===== src/hdl/pgm_regs.svh =====
// pgm_regs.svh: register offsets, field positions, reset values and timing counts
// assumes: included by the power-good monitor top module
`ifndef PGM_REGS_SVH
`define PGM_REGS_SVH

// word byte addresses on the wishbone slave
`define PGM_CTRL_ADDR      8'h00
`define PGM_SELECT_ADDR    8'h04
`define PGM_WINDOW_ADDR    8'h08
`define PGM_ILIM_ADDR      8'h0c
`define PGM_DISCH_ADDR     8'h10
`define PGM_MASK_ADDR      8'h14
`define PGM_IRQ_ADDR       8'h18
`define PGM_FAULT_ADDR     8'h1c
`define PGM_STATUS_ADDR    8'h20

// control register fields
`define PGM_CTRL_POL_BIT   0
`define PGM_CTRL_OD_BIT    1
`define PGM_CTRL_GATE_BIT  2
`define PGM_CTRL_TWL_BIT   3

// interrupt register fields
`define PGM_IRQ_BILIM_LSB  0
`define PGM_IRQ_LILIM_LSB  2
`define PGM_IRQ_TWARN_BIT  4
`define PGM_IRQ_OVP_BIT    5
`define PGM_IRQ_TSD_BIT    6

// reset values
`define PGM_CTRL_RST       4'h0
`define PGM_SELECT_RST     5'h0f
`define PGM_WINDOW_RST     4'h0
`define PGM_ILIM_RST       6'h24
`define PGM_DISCH_RST      4'h0f
`define PGM_MASK_RST       5'h00

// timing: figures in ns, clock period in ns
`define PGM_CLK_PERIOD_NS  50
`define PGM_GATE_TIME_NS   800000
`define PGM_ILIM_TIME_NS   20000
`define PGM_DEB_TIME_NS    6000
`define PGM_GATE_CYC       (`PGM_GATE_TIME_NS / `PGM_CLK_PERIOD_NS)
`define PGM_ILIM_CYC       (`PGM_ILIM_TIME_NS / `PGM_CLK_PERIOD_NS)
`define PGM_DEB_CYC        (`PGM_DEB_TIME_NS / `PGM_CLK_PERIOD_NS)

`endif


===== src/hdl/pgm_pkg.sv =====
// pgm_pkg.sv: types shared by the power-good monitor
// assumes: constants come from pgm_regs.svh
package pgm_pkg;

  // analogue comparator results for one rail
  typedef struct packed {
    logic uv_ok;     // above undervoltage threshold
    logic ov_ok;     // below overvoltage threshold
    logic enabled;   // regulator enabled
    logic ramping;   // moving between targets
    logic in_ilim;   // in current-limit regulation
  } pgm_rail_s;

  // gated-mode sequencer
  typedef enum logic [2:0] {
    PGM_ST_IDLE = 3'b001,
    PGM_ST_HOLD = 3'b010,
    PGM_ST_RUN  = 3'b100
  } pgm_state_e;

endpackage : pgm_pkg


===== src/hdl/pgm_power_good_monitor.sv =====
// pgm_power_good_monitor.sv: power-good combiner, rail fault latches, interrupts
// assumes: classic wishbone master on REF_CLK_IN, comparator inputs already synchronous
//
// Our own choices: the placing of the registers and the Wishbone slave port.
`timescale 1ns/10ps
`default_nettype none
`include "pgm_regs.svh"

////////////////////////////////////////////////////////////////////////////////
// How it works
// (RQ1) each rail voltage monitor has its own select bit; current limit never counts
// (RQ2) disabled regulators are masked out of the power-good combine
// (RQ3) thermal warning joins power-good only when its select bit is set
// (RQ4) power good needs all selected rails, warning, overvoltage and shutdown irqs valid
// (RQ5) window bit 0 checks undervoltage only, 1 checks both under and over
// (RQ6) polarity and open-drain bits shape the pin only, not internal sense
// (RQ7) mode bit 0 gated, 1 continuous; output starts active after load
// (RQ8) gated mode freezes power good 800 us after each step or change
// (RQ9) gated mode latches rail faults; monitoring waits until they are cleared
// (RQ10) host clears faults and irqs by writing one to their bits
// (RQ11) continuous mode goes inactive at enable then tracks regulation live
// (RQ12) continuous mode fault bits latch until host writes one
// (RQ13) power good is held inactive while any selected rail ramps between targets
// (RQ14) power good returns active when rails recover, unless fault gating is on
// (RQ15) with fault gating set, any pending fault bit keeps power good inactive
// (RQ16) each buck has a 3-bit current limit level field
// (RQ17) buck in current limit 20 us sets its irq and pulls the line low
// (RQ18) buck limit has live status, write-one-clear irq and mask bit
// (RQ19) linear regulator in current limit 20 us sets its irq and pulls line low
// (RQ20) linear regulator limit has live status, write-one-clear irq and mask bit
// (RQ21) die above selected warning threshold sets warning irq and live status
// (RQ22) warning irq clears on write one; its mask suppresses the line
// (RQ23) protective disable tri-states outputs; discharge only if its enable is set
// (RQ24) power-good output changes are filtered with a 6 us debounce
// (RQ25) shutdown irq clear is ignored while die stays above shutdown level
// (RQ26) irq line stays low while any unmasked irq is pending
module pgm_power_good_monitor #(
  parameter int NRAIL     = 4,                // buck 0,1 then linear 0,1
  parameter int GATE_CYC  = `PGM_GATE_CYC,
  parameter int ILIM_CYC  = `PGM_ILIM_CYC,
  parameter int DEB_CYC   = `PGM_DEB_CYC
) (
  input  wire logic                  REF_CLK_IN,
  input  wire logic                  RESET_N_IN,
  // wishbone classic slave
  input  wire logic                  WB_CYC_IN,
  input  wire logic                  WB_STB_IN,
  input  wire logic                  WB_WE_IN,
  input  wire logic [7:0]            WB_ADR_IN,
  input  wire logic [3:0]            WB_SEL_IN,
  input  wire logic [31:0]           WB_DAT_IN,
  output logic      [31:0]           WB_DAT_OUT,
  output logic                       WB_ACK_OUT,
  // analogue monitor results
  input  wire pgm_pkg::pgm_rail_s [NRAIL-1:0] RAIL_IN,
  input  wire logic                  CONTINUOUS_SEL_IN,   // otp mode bit
  input  wire logic                  CFG_LOADED_IN,       // otp load done
  input  wire logic                  SEQ_STEP_IN,         // sequence step or voltage change
  input  wire logic                  TEMP_WARN_LO_IN,     // above low warning level
  input  wire logic                  TEMP_WARN_HI_IN,     // above high warning level
  input  wire logic                  TEMP_SD_IN,          // above shutdown level
  input  wire logic                  INPUT_OV_IN,         // input overvoltage
  input  wire logic                  PROT_DISABLE_IN,     // protection disables all
  // pins and regulator controls
  output logic                       POWER_GOOD_OUT,
  output logic                       POWER_GOOD_OE_OUT,
  output logic                       IRQ_LINE_N_OUT,
  output logic                       IRQ_LINE_N_OE_OUT,
  output logic [NRAIL-1:0]           SWITCH_HIZ_OUT,
  output logic [NRAIL-1:0]           DISCHARGE_OUT,
  output logic [5:0]                 BUCK_LIMIT_LEVEL_OUT
);

  //////////////////////////////////////////////////////////////////////////////
  // registers
  logic [3:0]       ctrl_q;
  logic [NRAIL:0]   select_q;          // rails then thermal warning
  logic [NRAIL-1:0] window_q;
  logic [5:0]       ilim_q;
  logic [NRAIL-1:0] disch_q;
  logic [NRAIL:0]   mask_q;            // limits then thermal warning
  logic [6:0]       irq_q;
  logic [6:0]       irq_d;
  logic [NRAIL-1:0] fault_q;
  logic [NRAIL-1:0] fault_d;
  logic             ack_q;
  logic [31:0]      rdat_q;

  // bus decode
  wire        wb_req   = WB_CYC_IN & WB_STB_IN & ~ack_q;
  wire        wb_wr    = wb_req & WB_WE_IN & WB_SEL_IN[0];
  wire        wr_ctrl  = wb_wr & (WB_ADR_IN == `PGM_CTRL_ADDR);
  wire        wr_sel   = wb_wr & (WB_ADR_IN == `PGM_SELECT_ADDR);
  wire        wr_win   = wb_wr & (WB_ADR_IN == `PGM_WINDOW_ADDR);
  wire        wr_ilim  = wb_wr & (WB_ADR_IN == `PGM_ILIM_ADDR);
  wire        wr_disch = wb_wr & (WB_ADR_IN == `PGM_DISCH_ADDR);
  wire        wr_mask  = wb_wr & (WB_ADR_IN == `PGM_MASK_ADDR);
  wire        wr_irq   = wb_wr & (WB_ADR_IN == `PGM_IRQ_ADDR);
  wire        wr_fault = wb_wr & (WB_ADR_IN == `PGM_FAULT_ADDR);
  wire [7:0]  wdat     = WB_DAT_IN[7:0];

  //////////////////////////////////////////////////////////////////////////////
  // per-rail sense
  logic [NRAIL-1:0] rail_ok;
  logic [NRAIL-1:0] rail_ilim;
  logic [NRAIL-1:0] rail_en;
  logic [NRAIL-1:0] rail_ramp;
  logic [NRAIL-1:0] rail_bad;
  logic [NRAIL-1:0] ilim_hit;
  genvar g;
  generate
    for (g = 0; g < NRAIL; g++) begin : g_rail
      logic [15:0] ilim_cnt_q;
      assign rail_ok[g]   = RAIL_IN[g].uv_ok & (~window_q[g] | RAIL_IN[g].ov_ok); // RQ5
      assign rail_ilim[g] = RAIL_IN[g].in_ilim;
      assign rail_en[g]   = RAIL_IN[g].enabled;
      assign rail_ramp[g] = RAIL_IN[g].enabled & RAIL_IN[g].ramping;
      // selected, enabled, out of range; current limit plays no part
      assign rail_bad[g]  = select_q[g] & rail_en[g] & ~rail_ok[g]; // RQ1 RQ2
      // 20 us persistence of current-limit regulation
      always_ff @(posedge REF_CLK_IN or negedge RESET_N_IN) begin
        if (!RESET_N_IN) begin
          ilim_cnt_q <= 16'h0000;
        end else if (!rail_ilim[g]) begin
          ilim_cnt_q <= 16'h0000;
        end else if (ilim_cnt_q != 16'(ILIM_CYC)) begin
          ilim_cnt_q <= ilim_cnt_q + 16'h0001;
        end
      end
      assign ilim_hit[g] = rail_ilim[g] & (ilim_cnt_q == 16'(ILIM_CYC) - 16'h0001); // RQ17 RQ19
      // outputs float on protective disable, discharge only when allowed
      assign SWITCH_HIZ_OUT[g] = PROT_DISABLE_IN; // RQ23
      assign DISCHARGE_OUT[g]  = PROT_DISABLE_IN & disch_q[g]; // RQ23
    end
  endgenerate

  //////////////////////////////////////////////////////////////////////////////
  // interrupt flags; a new event wins over a clear in the same cycle
  wire twarn_live = ctrl_q[`PGM_CTRL_TWL_BIT] ? TEMP_WARN_HI_IN : TEMP_WARN_LO_IN; // RQ21
  wire [6:0] irq_set = {TEMP_SD_IN, INPUT_OV_IN, twarn_live, ilim_hit[3:2], ilim_hit[1:0]};
  // clears of level-held sources are refused while the cause persists
  wire [6:0] irq_hold = {TEMP_SD_IN, INPUT_OV_IN, twarn_live, 4'h0}; // RQ25
  wire [6:0] irq_clr  = wr_irq ? (wdat[6:0] & ~irq_hold) : 7'h00; // RQ10 RQ18 RQ20 RQ22
  assign irq_d = (irq_q & ~irq_clr) | irq_set; // RQ17 RQ19 RQ21

  // shutdown and overvoltage are never masked from the line
  wire irq_any = |(irq_q & ~{2'b00, mask_q}); // RQ18 RQ20 RQ22 RQ26
  assign IRQ_LINE_N_OUT    = 1'b0; // open drain, only ever pulls low
  assign IRQ_LINE_N_OE_OUT = irq_any; // RQ26

  //////////////////////////////////////////////////////////////////////////////
  // power-good combine and mode handling
  pgm_pkg::pgm_state_e st_q;
  pgm_pkg::pgm_state_e st_d;
  logic [15:0] gate_cnt_q;
  logic        pg_raw_q;            // internal valid sense, before debounce
  logic        pg_q;                // debounced valid sense
  logic [15:0] deb_cnt_q;
  logic        cont_q;              // mode caught after otp load

  wire twarn_bad  = select_q[NRAIL] & twarn_live; // RQ3
  wire sys_bad    = irq_q[`PGM_IRQ_OVP_BIT] | irq_q[`PGM_IRQ_TSD_BIT] | twarn_bad; // RQ4
  wire any_bad    = (|rail_bad) | sys_bad; // RQ4
  wire any_ramp   = |(rail_ramp & select_q[NRAIL-1:0]); // RQ13
  wire fault_gate = ctrl_q[`PGM_CTRL_GATE_BIT] & (|fault_q); // RQ15
  wire gate_done  = (gate_cnt_q == 16'(GATE_CYC));

  assign fault_d = (fault_q & ~(wr_fault ? wdat[NRAIL-1:0] : '0)) | rail_bad; // RQ9 RQ12

  // gated mode sequencer: hold after each step, then judge
  always_comb begin
    st_d = st_q;
    case (st_q)
      pgm_pkg::PGM_ST_IDLE: if (CFG_LOADED_IN) st_d = pgm_pkg::PGM_ST_RUN;
      pgm_pkg::PGM_ST_HOLD: if (gate_done) st_d = pgm_pkg::PGM_ST_RUN; // RQ8
      pgm_pkg::PGM_ST_RUN:  if (SEQ_STEP_IN) st_d = pgm_pkg::PGM_ST_HOLD; // RQ8
      default:              st_d = pgm_pkg::PGM_ST_IDLE;
    endcase
  end

  // continuous: inactive while a monitored rail ramps or is out; gated: judge outside hold,
  // and stay low until faults are cleared so monitoring does not resume early
  wire pg_cont  = ~any_bad & ~any_ramp & ~fault_gate; // RQ11 RQ13 RQ14 RQ15
  wire pg_gated = ~any_bad & ~(|fault_q) & ~any_ramp; // RQ9 RQ13
  wire pg_eval  = cont_q ? pg_cont : pg_gated; // RQ7
  // the step's own cycle is frozen too, so a rail dropping with the step is not judged early
  wire pg_frz   = ~cont_q & ((st_q != pgm_pkg::PGM_ST_RUN) | SEQ_STEP_IN); // RQ8

  always_ff @(posedge REF_CLK_IN or negedge RESET_N_IN) begin
    if (!RESET_N_IN) begin
      st_q       <= pgm_pkg::PGM_ST_IDLE;
      gate_cnt_q <= 16'h0000;
      cont_q     <= 1'b0;
    end else begin
      st_q       <= st_d;
      gate_cnt_q <= (st_q == pgm_pkg::PGM_ST_HOLD && !gate_done) ? gate_cnt_q + 16'h0001
                                                                  : 16'h0000;
      if (st_q == pgm_pkg::PGM_ST_IDLE && CFG_LOADED_IN) cont_q <= CONTINUOUS_SEL_IN; // RQ7
    end
  end

  // raw sense starts active (RQ7); debounce needs DEB_CYC of steady change
  always_ff @(posedge REF_CLK_IN or negedge RESET_N_IN) begin
    if (!RESET_N_IN) begin
      pg_raw_q  <= 1'b1; // RQ7
      pg_q      <= 1'b1;
      deb_cnt_q <= 16'h0000;
    end else begin
      if (st_q != pgm_pkg::PGM_ST_IDLE && !pg_frz) pg_raw_q <= pg_eval;
      if (pg_raw_q == pg_q) begin
        deb_cnt_q <= 16'h0000;
      end else if (deb_cnt_q == 16'(DEB_CYC) - 16'h0001) begin
        pg_q      <= pg_raw_q; // RQ24
        deb_cnt_q <= 16'h0000;
      end else begin
        deb_cnt_q <= deb_cnt_q + 16'h0001;
      end
    end
  end

  // polarity only flips the pin; open drain drives only the low level
  wire pin_lvl = pg_q ^ ctrl_q[`PGM_CTRL_POL_BIT]; // RQ6
  assign POWER_GOOD_OUT    = pin_lvl;
  assign POWER_GOOD_OE_OUT = ~ctrl_q[`PGM_CTRL_OD_BIT] | ~pin_lvl; // RQ6
  assign BUCK_LIMIT_LEVEL_OUT = ilim_q; // RQ16

  //////////////////////////////////////////////////////////////////////////////
  // register storage
  always_ff @(posedge REF_CLK_IN or negedge RESET_N_IN) begin
    if (!RESET_N_IN) begin
      ctrl_q   <= `PGM_CTRL_RST;
      select_q <= `PGM_SELECT_RST;
      window_q <= `PGM_WINDOW_RST;
      ilim_q   <= `PGM_ILIM_RST;
      disch_q  <= `PGM_DISCH_RST;
      mask_q   <= `PGM_MASK_RST;
      irq_q    <= 7'h00;
      fault_q  <= 4'h0;
    end else begin
      if (wr_ctrl)  ctrl_q   <= wdat[3:0];
      if (wr_sel)   select_q <= wdat[NRAIL:0]; // RQ1 RQ3
      if (wr_win)   window_q <= wdat[NRAIL-1:0];
      if (wr_ilim)  ilim_q   <= wdat[5:0]; // RQ16
      if (wr_disch) disch_q  <= wdat[NRAIL-1:0];
      if (wr_mask)  mask_q   <= wdat[NRAIL:0];
      irq_q   <= irq_d;
      fault_q <= fault_d;
    end
  end

  //////////////////////////////////////////////////////////////////////////////
  // read mux; unmapped addresses read zero and still ack
  wire [31:0] status_w = {24'h000000, pg_q, TEMP_SD_IN, INPUT_OV_IN, twarn_live,
                          rail_ilim}; // RQ18 RQ20 RQ21
  wire [31:0] rd_mux =
    (WB_ADR_IN == `PGM_CTRL_ADDR)   ? {28'h0000000, ctrl_q}  :
    (WB_ADR_IN == `PGM_SELECT_ADDR) ? {27'h0000000, select_q} :
    (WB_ADR_IN == `PGM_WINDOW_ADDR) ? {28'h0000000, window_q} :
    (WB_ADR_IN == `PGM_ILIM_ADDR)   ? {26'h0000000, ilim_q}  :
    (WB_ADR_IN == `PGM_DISCH_ADDR)  ? {28'h0000000, disch_q} :
    (WB_ADR_IN == `PGM_MASK_ADDR)   ? {27'h0000000, mask_q}  :
    (WB_ADR_IN == `PGM_IRQ_ADDR)    ? {25'h0000000, irq_q}   :
    (WB_ADR_IN == `PGM_FAULT_ADDR)  ? {28'h0000000, fault_q} :
    (WB_ADR_IN == `PGM_STATUS_ADDR) ? status_w : 32'h00000000;

  // one wait-free cycle: ack the edge after the request, drop it next cycle
  always_ff @(posedge REF_CLK_IN or negedge RESET_N_IN) begin
    if (!RESET_N_IN) begin
      ack_q  <= 1'b0;
      rdat_q <= 32'h00000000;
    end else begin
      ack_q  <= wb_req;
      rdat_q <= wb_req ? rd_mux : rdat_q;
    end
  end
  assign WB_ACK_OUT = ack_q;
  assign WB_DAT_OUT = rdat_q;

endmodule // pgm_power_good_monitor

`default_nettype wire


===== config.mk =====
export PLATFORM = sky130hd
export DESIGN_NAME = pgm_power_good_monitor
export DESIGN_NICKNAME = d
export VERILOG_FILES = /design/src/hdl/pgm_pkg.sv /design/src/hdl/pgm_power_good_monitor.sv
export VERILOG_INCLUDE_DIRS = /design/src /design/src/hdl
export SDC_FILE = /design/constraint.sdc
export NUM_CORES = 1
export LEC_CHECK = 0
export ABC_AREA = 1
export BUFFER_PORTS_ARGS = -buffer_cell sky130_fd_sc_hd__buf_2
export CORE_MARGIN = 1
export CORE_UTILIZATION = 29
export DETAILED_ROUTE_END_ITERATION = 16
export HOLD_SLACK_MARGIN = 0.08
export PLACE_DENSITY = 0.51
export SKIP_CTS_REPAIR_TIMING = 1
export SYNTH_ARGS = -nofsm -noshare
export SYNTH_HDL_FRONTEND = slang
export SYNTH_SLANG_ARGS = --single-unit
export TNS_END_PERCENT = 100

===== constraint.sdc =====
create_clock -name REF_CLK_IN -period 1.99 [get_ports REF_CLK_IN]
set_input_delay 0.0995 -clock REF_CLK_IN [delete_from_list [all_inputs] [get_ports REF_CLK_IN]]
set_output_delay 0.0995 -clock REF_CLK_IN [all_outputs]
set_load 0.05 [all_outputs]

==> summary.md <==
| Metric | Value |
|---|---|
| Static leakage | between 4 and 5 nW |
| R2R setup slack | approximately 400 ps |
| Die area | approximately 29000 um2 |
| Num ports | 128 |
| IO Port Bufs | 74 |
| Die Wd | about 170 um |
| Crit path max fanout | 3 |
| Number of distinct library cells after synthesis | 47 |
| Async SR Flop Fraction | between 90% and 100% |
| Nets | 1227 |
| WP data required | ~1900 ps |
| Crit share post-route | 90.1% |
| Worst Skew | about 8.5 ps |
| Dominant cells by area after synthesis | dfrtp_1, nand2_1, inv_1, nand3_1, nor2_1 |
| Wire length per cell | ~13 um |
| Cell area after layout | 9750 um2 |
| Status | finished, final reports clean |
| Hold Path Class | input pin to register |
| Synthesized instance count | 1033 |
| Setup Viol. Count Final | 0 |
| FMAX | around 560 MHz |
| Worst Hold Depth | 4 |
| Final wirelength | between 20 and 25 mm |
| Worst slew margin | between 60% and 70% |
| FF+latch count, synth | 150 |
| Worst-case hold path end point | fault_q[3]$_DFF_PN0_ |
| Pre-CTS WS | ~360 ps |
| Initial DRC count | 458 |
| Initial core utilization | approximately 29% |
| Cell taking the most area after synthesis | dfrtp_1 |
| Total track usage | between 10% and 20% |
| Initial antenna violation count | 0 |
| Setup WS post-layout | 196 ps |
| Largest net degree at the start of global routing | between 50 and 60 |
| CP Capture Type | output port |
| Register area share after synthesis | about 46% |
| # diodes | 0 |
| VDD IR max | between 0.5 and 0.6 mV |
| Pre-antenna DRT Iters | 5 |
| Final hold violation count | 0 |
| Antenna-violating nets left | 0 |
| Slew Viols, Final | 0 |
| TritonCTS clock tree | yes |
| First-pass GRT wire length | ~33 mm |
| Slew at the pin closest to its max-slew limit | approximately 500 ps |
| Area Overhead vs Synth | 18.6% |
| Clock Latency Late Sink | about 420 ps |
| CTS root buf | clkbuf_16 |
| Util after Layout | 35.0% |
| Min Tclk post-route | approximately 1800 ps |
| Placed Area | about 9000 um2 |
| Total CTS buffers | 17 |
| Worst-path clk slew | 60 ps |
| GP Congestion | between 0.8 and 0.9 |
| Drt via density | ~4.5 |
| Max-cap violation count | 0 |
| R2R depth | 8 |
| Number of global-route vias before repair | 6600 |
| Avg Cell Area, Syn | between 7 and 8 um2 |
| Worst reg2reg startpoint | gate_cnt_q[0]$_DFF_PN0_ |
| Ys flop type | dfrtp_1 |
| Post-Synthesis Cell Area | 8220 um2 |
| H-tree depth | 4 |
| RSZ-0062 raised after global routing | no |
| Hold path start | RAIL_IN[19] |
| FP Rows | 61 |
| Crit path DAT | between 1500 and 2000 ps |
| Core area | ~28000 um2 |
| CTS Buffer Depth | 2 |
| Drt drc | 0 |
| Top-area cell type share of the netlist area | a little over two fifths |
| Layout cells sized above 1 | around 18% |
| Dpl hpwl | 15.3 mm |
| Clock sinks | 150 |
| Post-synth EDFFs | 0 |
| YS warnings | 0 |
| Die height | 170 um |
| Gr ovfl total | 0 |
| PwrDens | 725 nW/um2 |
| Setup_tns | 0 ps |
| CP Class | register to output port |
| Via count | 6882 |
| Worst setup SP type | register |
| R2r endpoint | gate_cnt_q[14]$_DFF_PN0_ |
==> cell usage in the layout (no fill, tap or decap), drive strengths merged, types with 11 or more instances in the layout <==
master,instances
inv,144
nor3,46
buf,80
ha,11
a21oi,42
dlygate4sd3,20
xor2,17
nand3,94
nor4,17
nand4,24
conb,25
dfrtp,137
nor2,126
clkbuf,25
nand2,201
dfstp,13
o21ai,88
==> final cells by class <==
cell class / instances / area [um2]
Fill cell: 2953 / 18100
Sequential cell: 150 / 3770
Multi-Input combinational cell: 724 / 3740
Timing Repair Buffer: 100 / 634
Inverter: 146 / 548
Clock buffer: 25 / 515
Tap cell: 378 / 473
Clock inverter: 7 / 67.6
==> through the flow <==
stage / power [mW] / std cells / hold slack (ps)
final: 7.07 / 1530 / 66.0
after global routing: 7.42 / 1530 / 89.4
after CTS: 7.16 / 1510 / -390
after detailed placement: 3.93 / 1478 / 70.1
after global placement: 3.92 / 1478 / 69.6
after floorplan: 3.73 / 1057 / -196
==> routing by layer <==
| metal | vias up | GRT usage (%) | share of wire, % |
|---|---|---|---|
| met5 | - | 0 | 0 |
| met4 | 0 | 4.70 | 1.2 |
| met3 | 18 | 2.58 | 3.3 |
| met2 | 112 | 23.8 | 46 |
| met1 | 3191 | 20.0 | 49 |
| li1 | 3561 | - | - |
==> worst max-delay path by stage <==
| stage | slack [ps] | endpoint | cells after the start | from |
|---|---|---|---|---|
| finish | 200 | IRQ_LINE_N_OE_OUT | 4 | irq_q[3]$_DFF_PN0_ |
| global route | 130 | IRQ_LINE_N_OE_OUT | 4 | irq_q[3]$_DFF_PN0_ |
| CTS | 160 | IRQ_LINE_N_OE_OUT | 4 | irq_q[3]$_DFF_PN0_ |
| global placement | 370 | BUCK_LIMIT_LEVEL_OUT[0]$_DFFE_PN0P_ | 9 | WB_ADR_IN[6] |
| floorplan | 340 | POWER_GOOD_OE_OUT | 2 | pg_q$_DFFE_PN1P_ |
| detailed placement | 360 | BUCK_LIMIT_LEVEL_OUT[0]$_DFFE_PN0P_ | 9 | WB_ADR_IN[6] |
==> cell usage after synthesis, types with 3 or more instances <==
master and count:
o21a_1 3, inv_1 126, nor2_1 108, or2_2 4
and2_1 3, nand2_2 11, buf_4 29, o21ai_2 6
ha_1 11, nor2_4 8, xor2_1 17, a21oi_1 41
o21ai_1 51, clkbuf_1 4, nor3_4 3, nor3_1 37
nand3_1 86, nand2_1 189, nand3_2 8, buf_2 3
nor3b_1 6, nor4_1 15, a211oi_1 3, nor3_2 6
dfrtp_1 137, nand4_1 23, nor2_2 10, o21ai_0 31
dfstp_2 13, inv_2 18
==> worst max-delay path: stages, from the launching register on <==
cell and delay [ps]:
dfrtp_1 410, a22o_1 230, a21oi_1 160, nand4_1 200, buf_2 270
==> report_power, final <==
group,switching (mW),total (mW),leakage [nW],internal (mW)
Clock,1.25,3.17,0.281,1.91
Combinational,0.496,0.703,2.18,0.207
Sequential,0.0587,3.20,2.01,3.14
Total,1.81,7.07,4.46,5.26
==> kinds of logic after synthesis <==
| kind of cell | Yosys count | share of synthesized area, % |
|---|---|---|
| XOR/XNOR | 19 | 2.02 |
| AO/OA/AOI/OAI | 144 | 9.52 |
| buffers and inverters | 183 | 9.82 |
| adder cells (fa/ha/maj) | 11 | 1.67 |
| flip-flops | 150 | 45.9 |
| other | 1 | 0.0456 |
| AND/OR/NAND/NOR | 525 | 31.0 |
==> registers in the layout (all words and copies together), names as in the netlist, 3 cells and up <==
register and cells:
mask_q 5, st_q 3, gate_cnt_q 16, ctrl_q 4, select_q 5, BUCK_LIMIT_LEVEL_OUT 6, WB_DAT_OUT 8, window_q 4
disch_q 4, irq_q 7, deb_cnt_q 16, fault_q 4, g_rail.ilim_cnt_q 64
No activity file was read; power rests on OpenSTA's default activity.
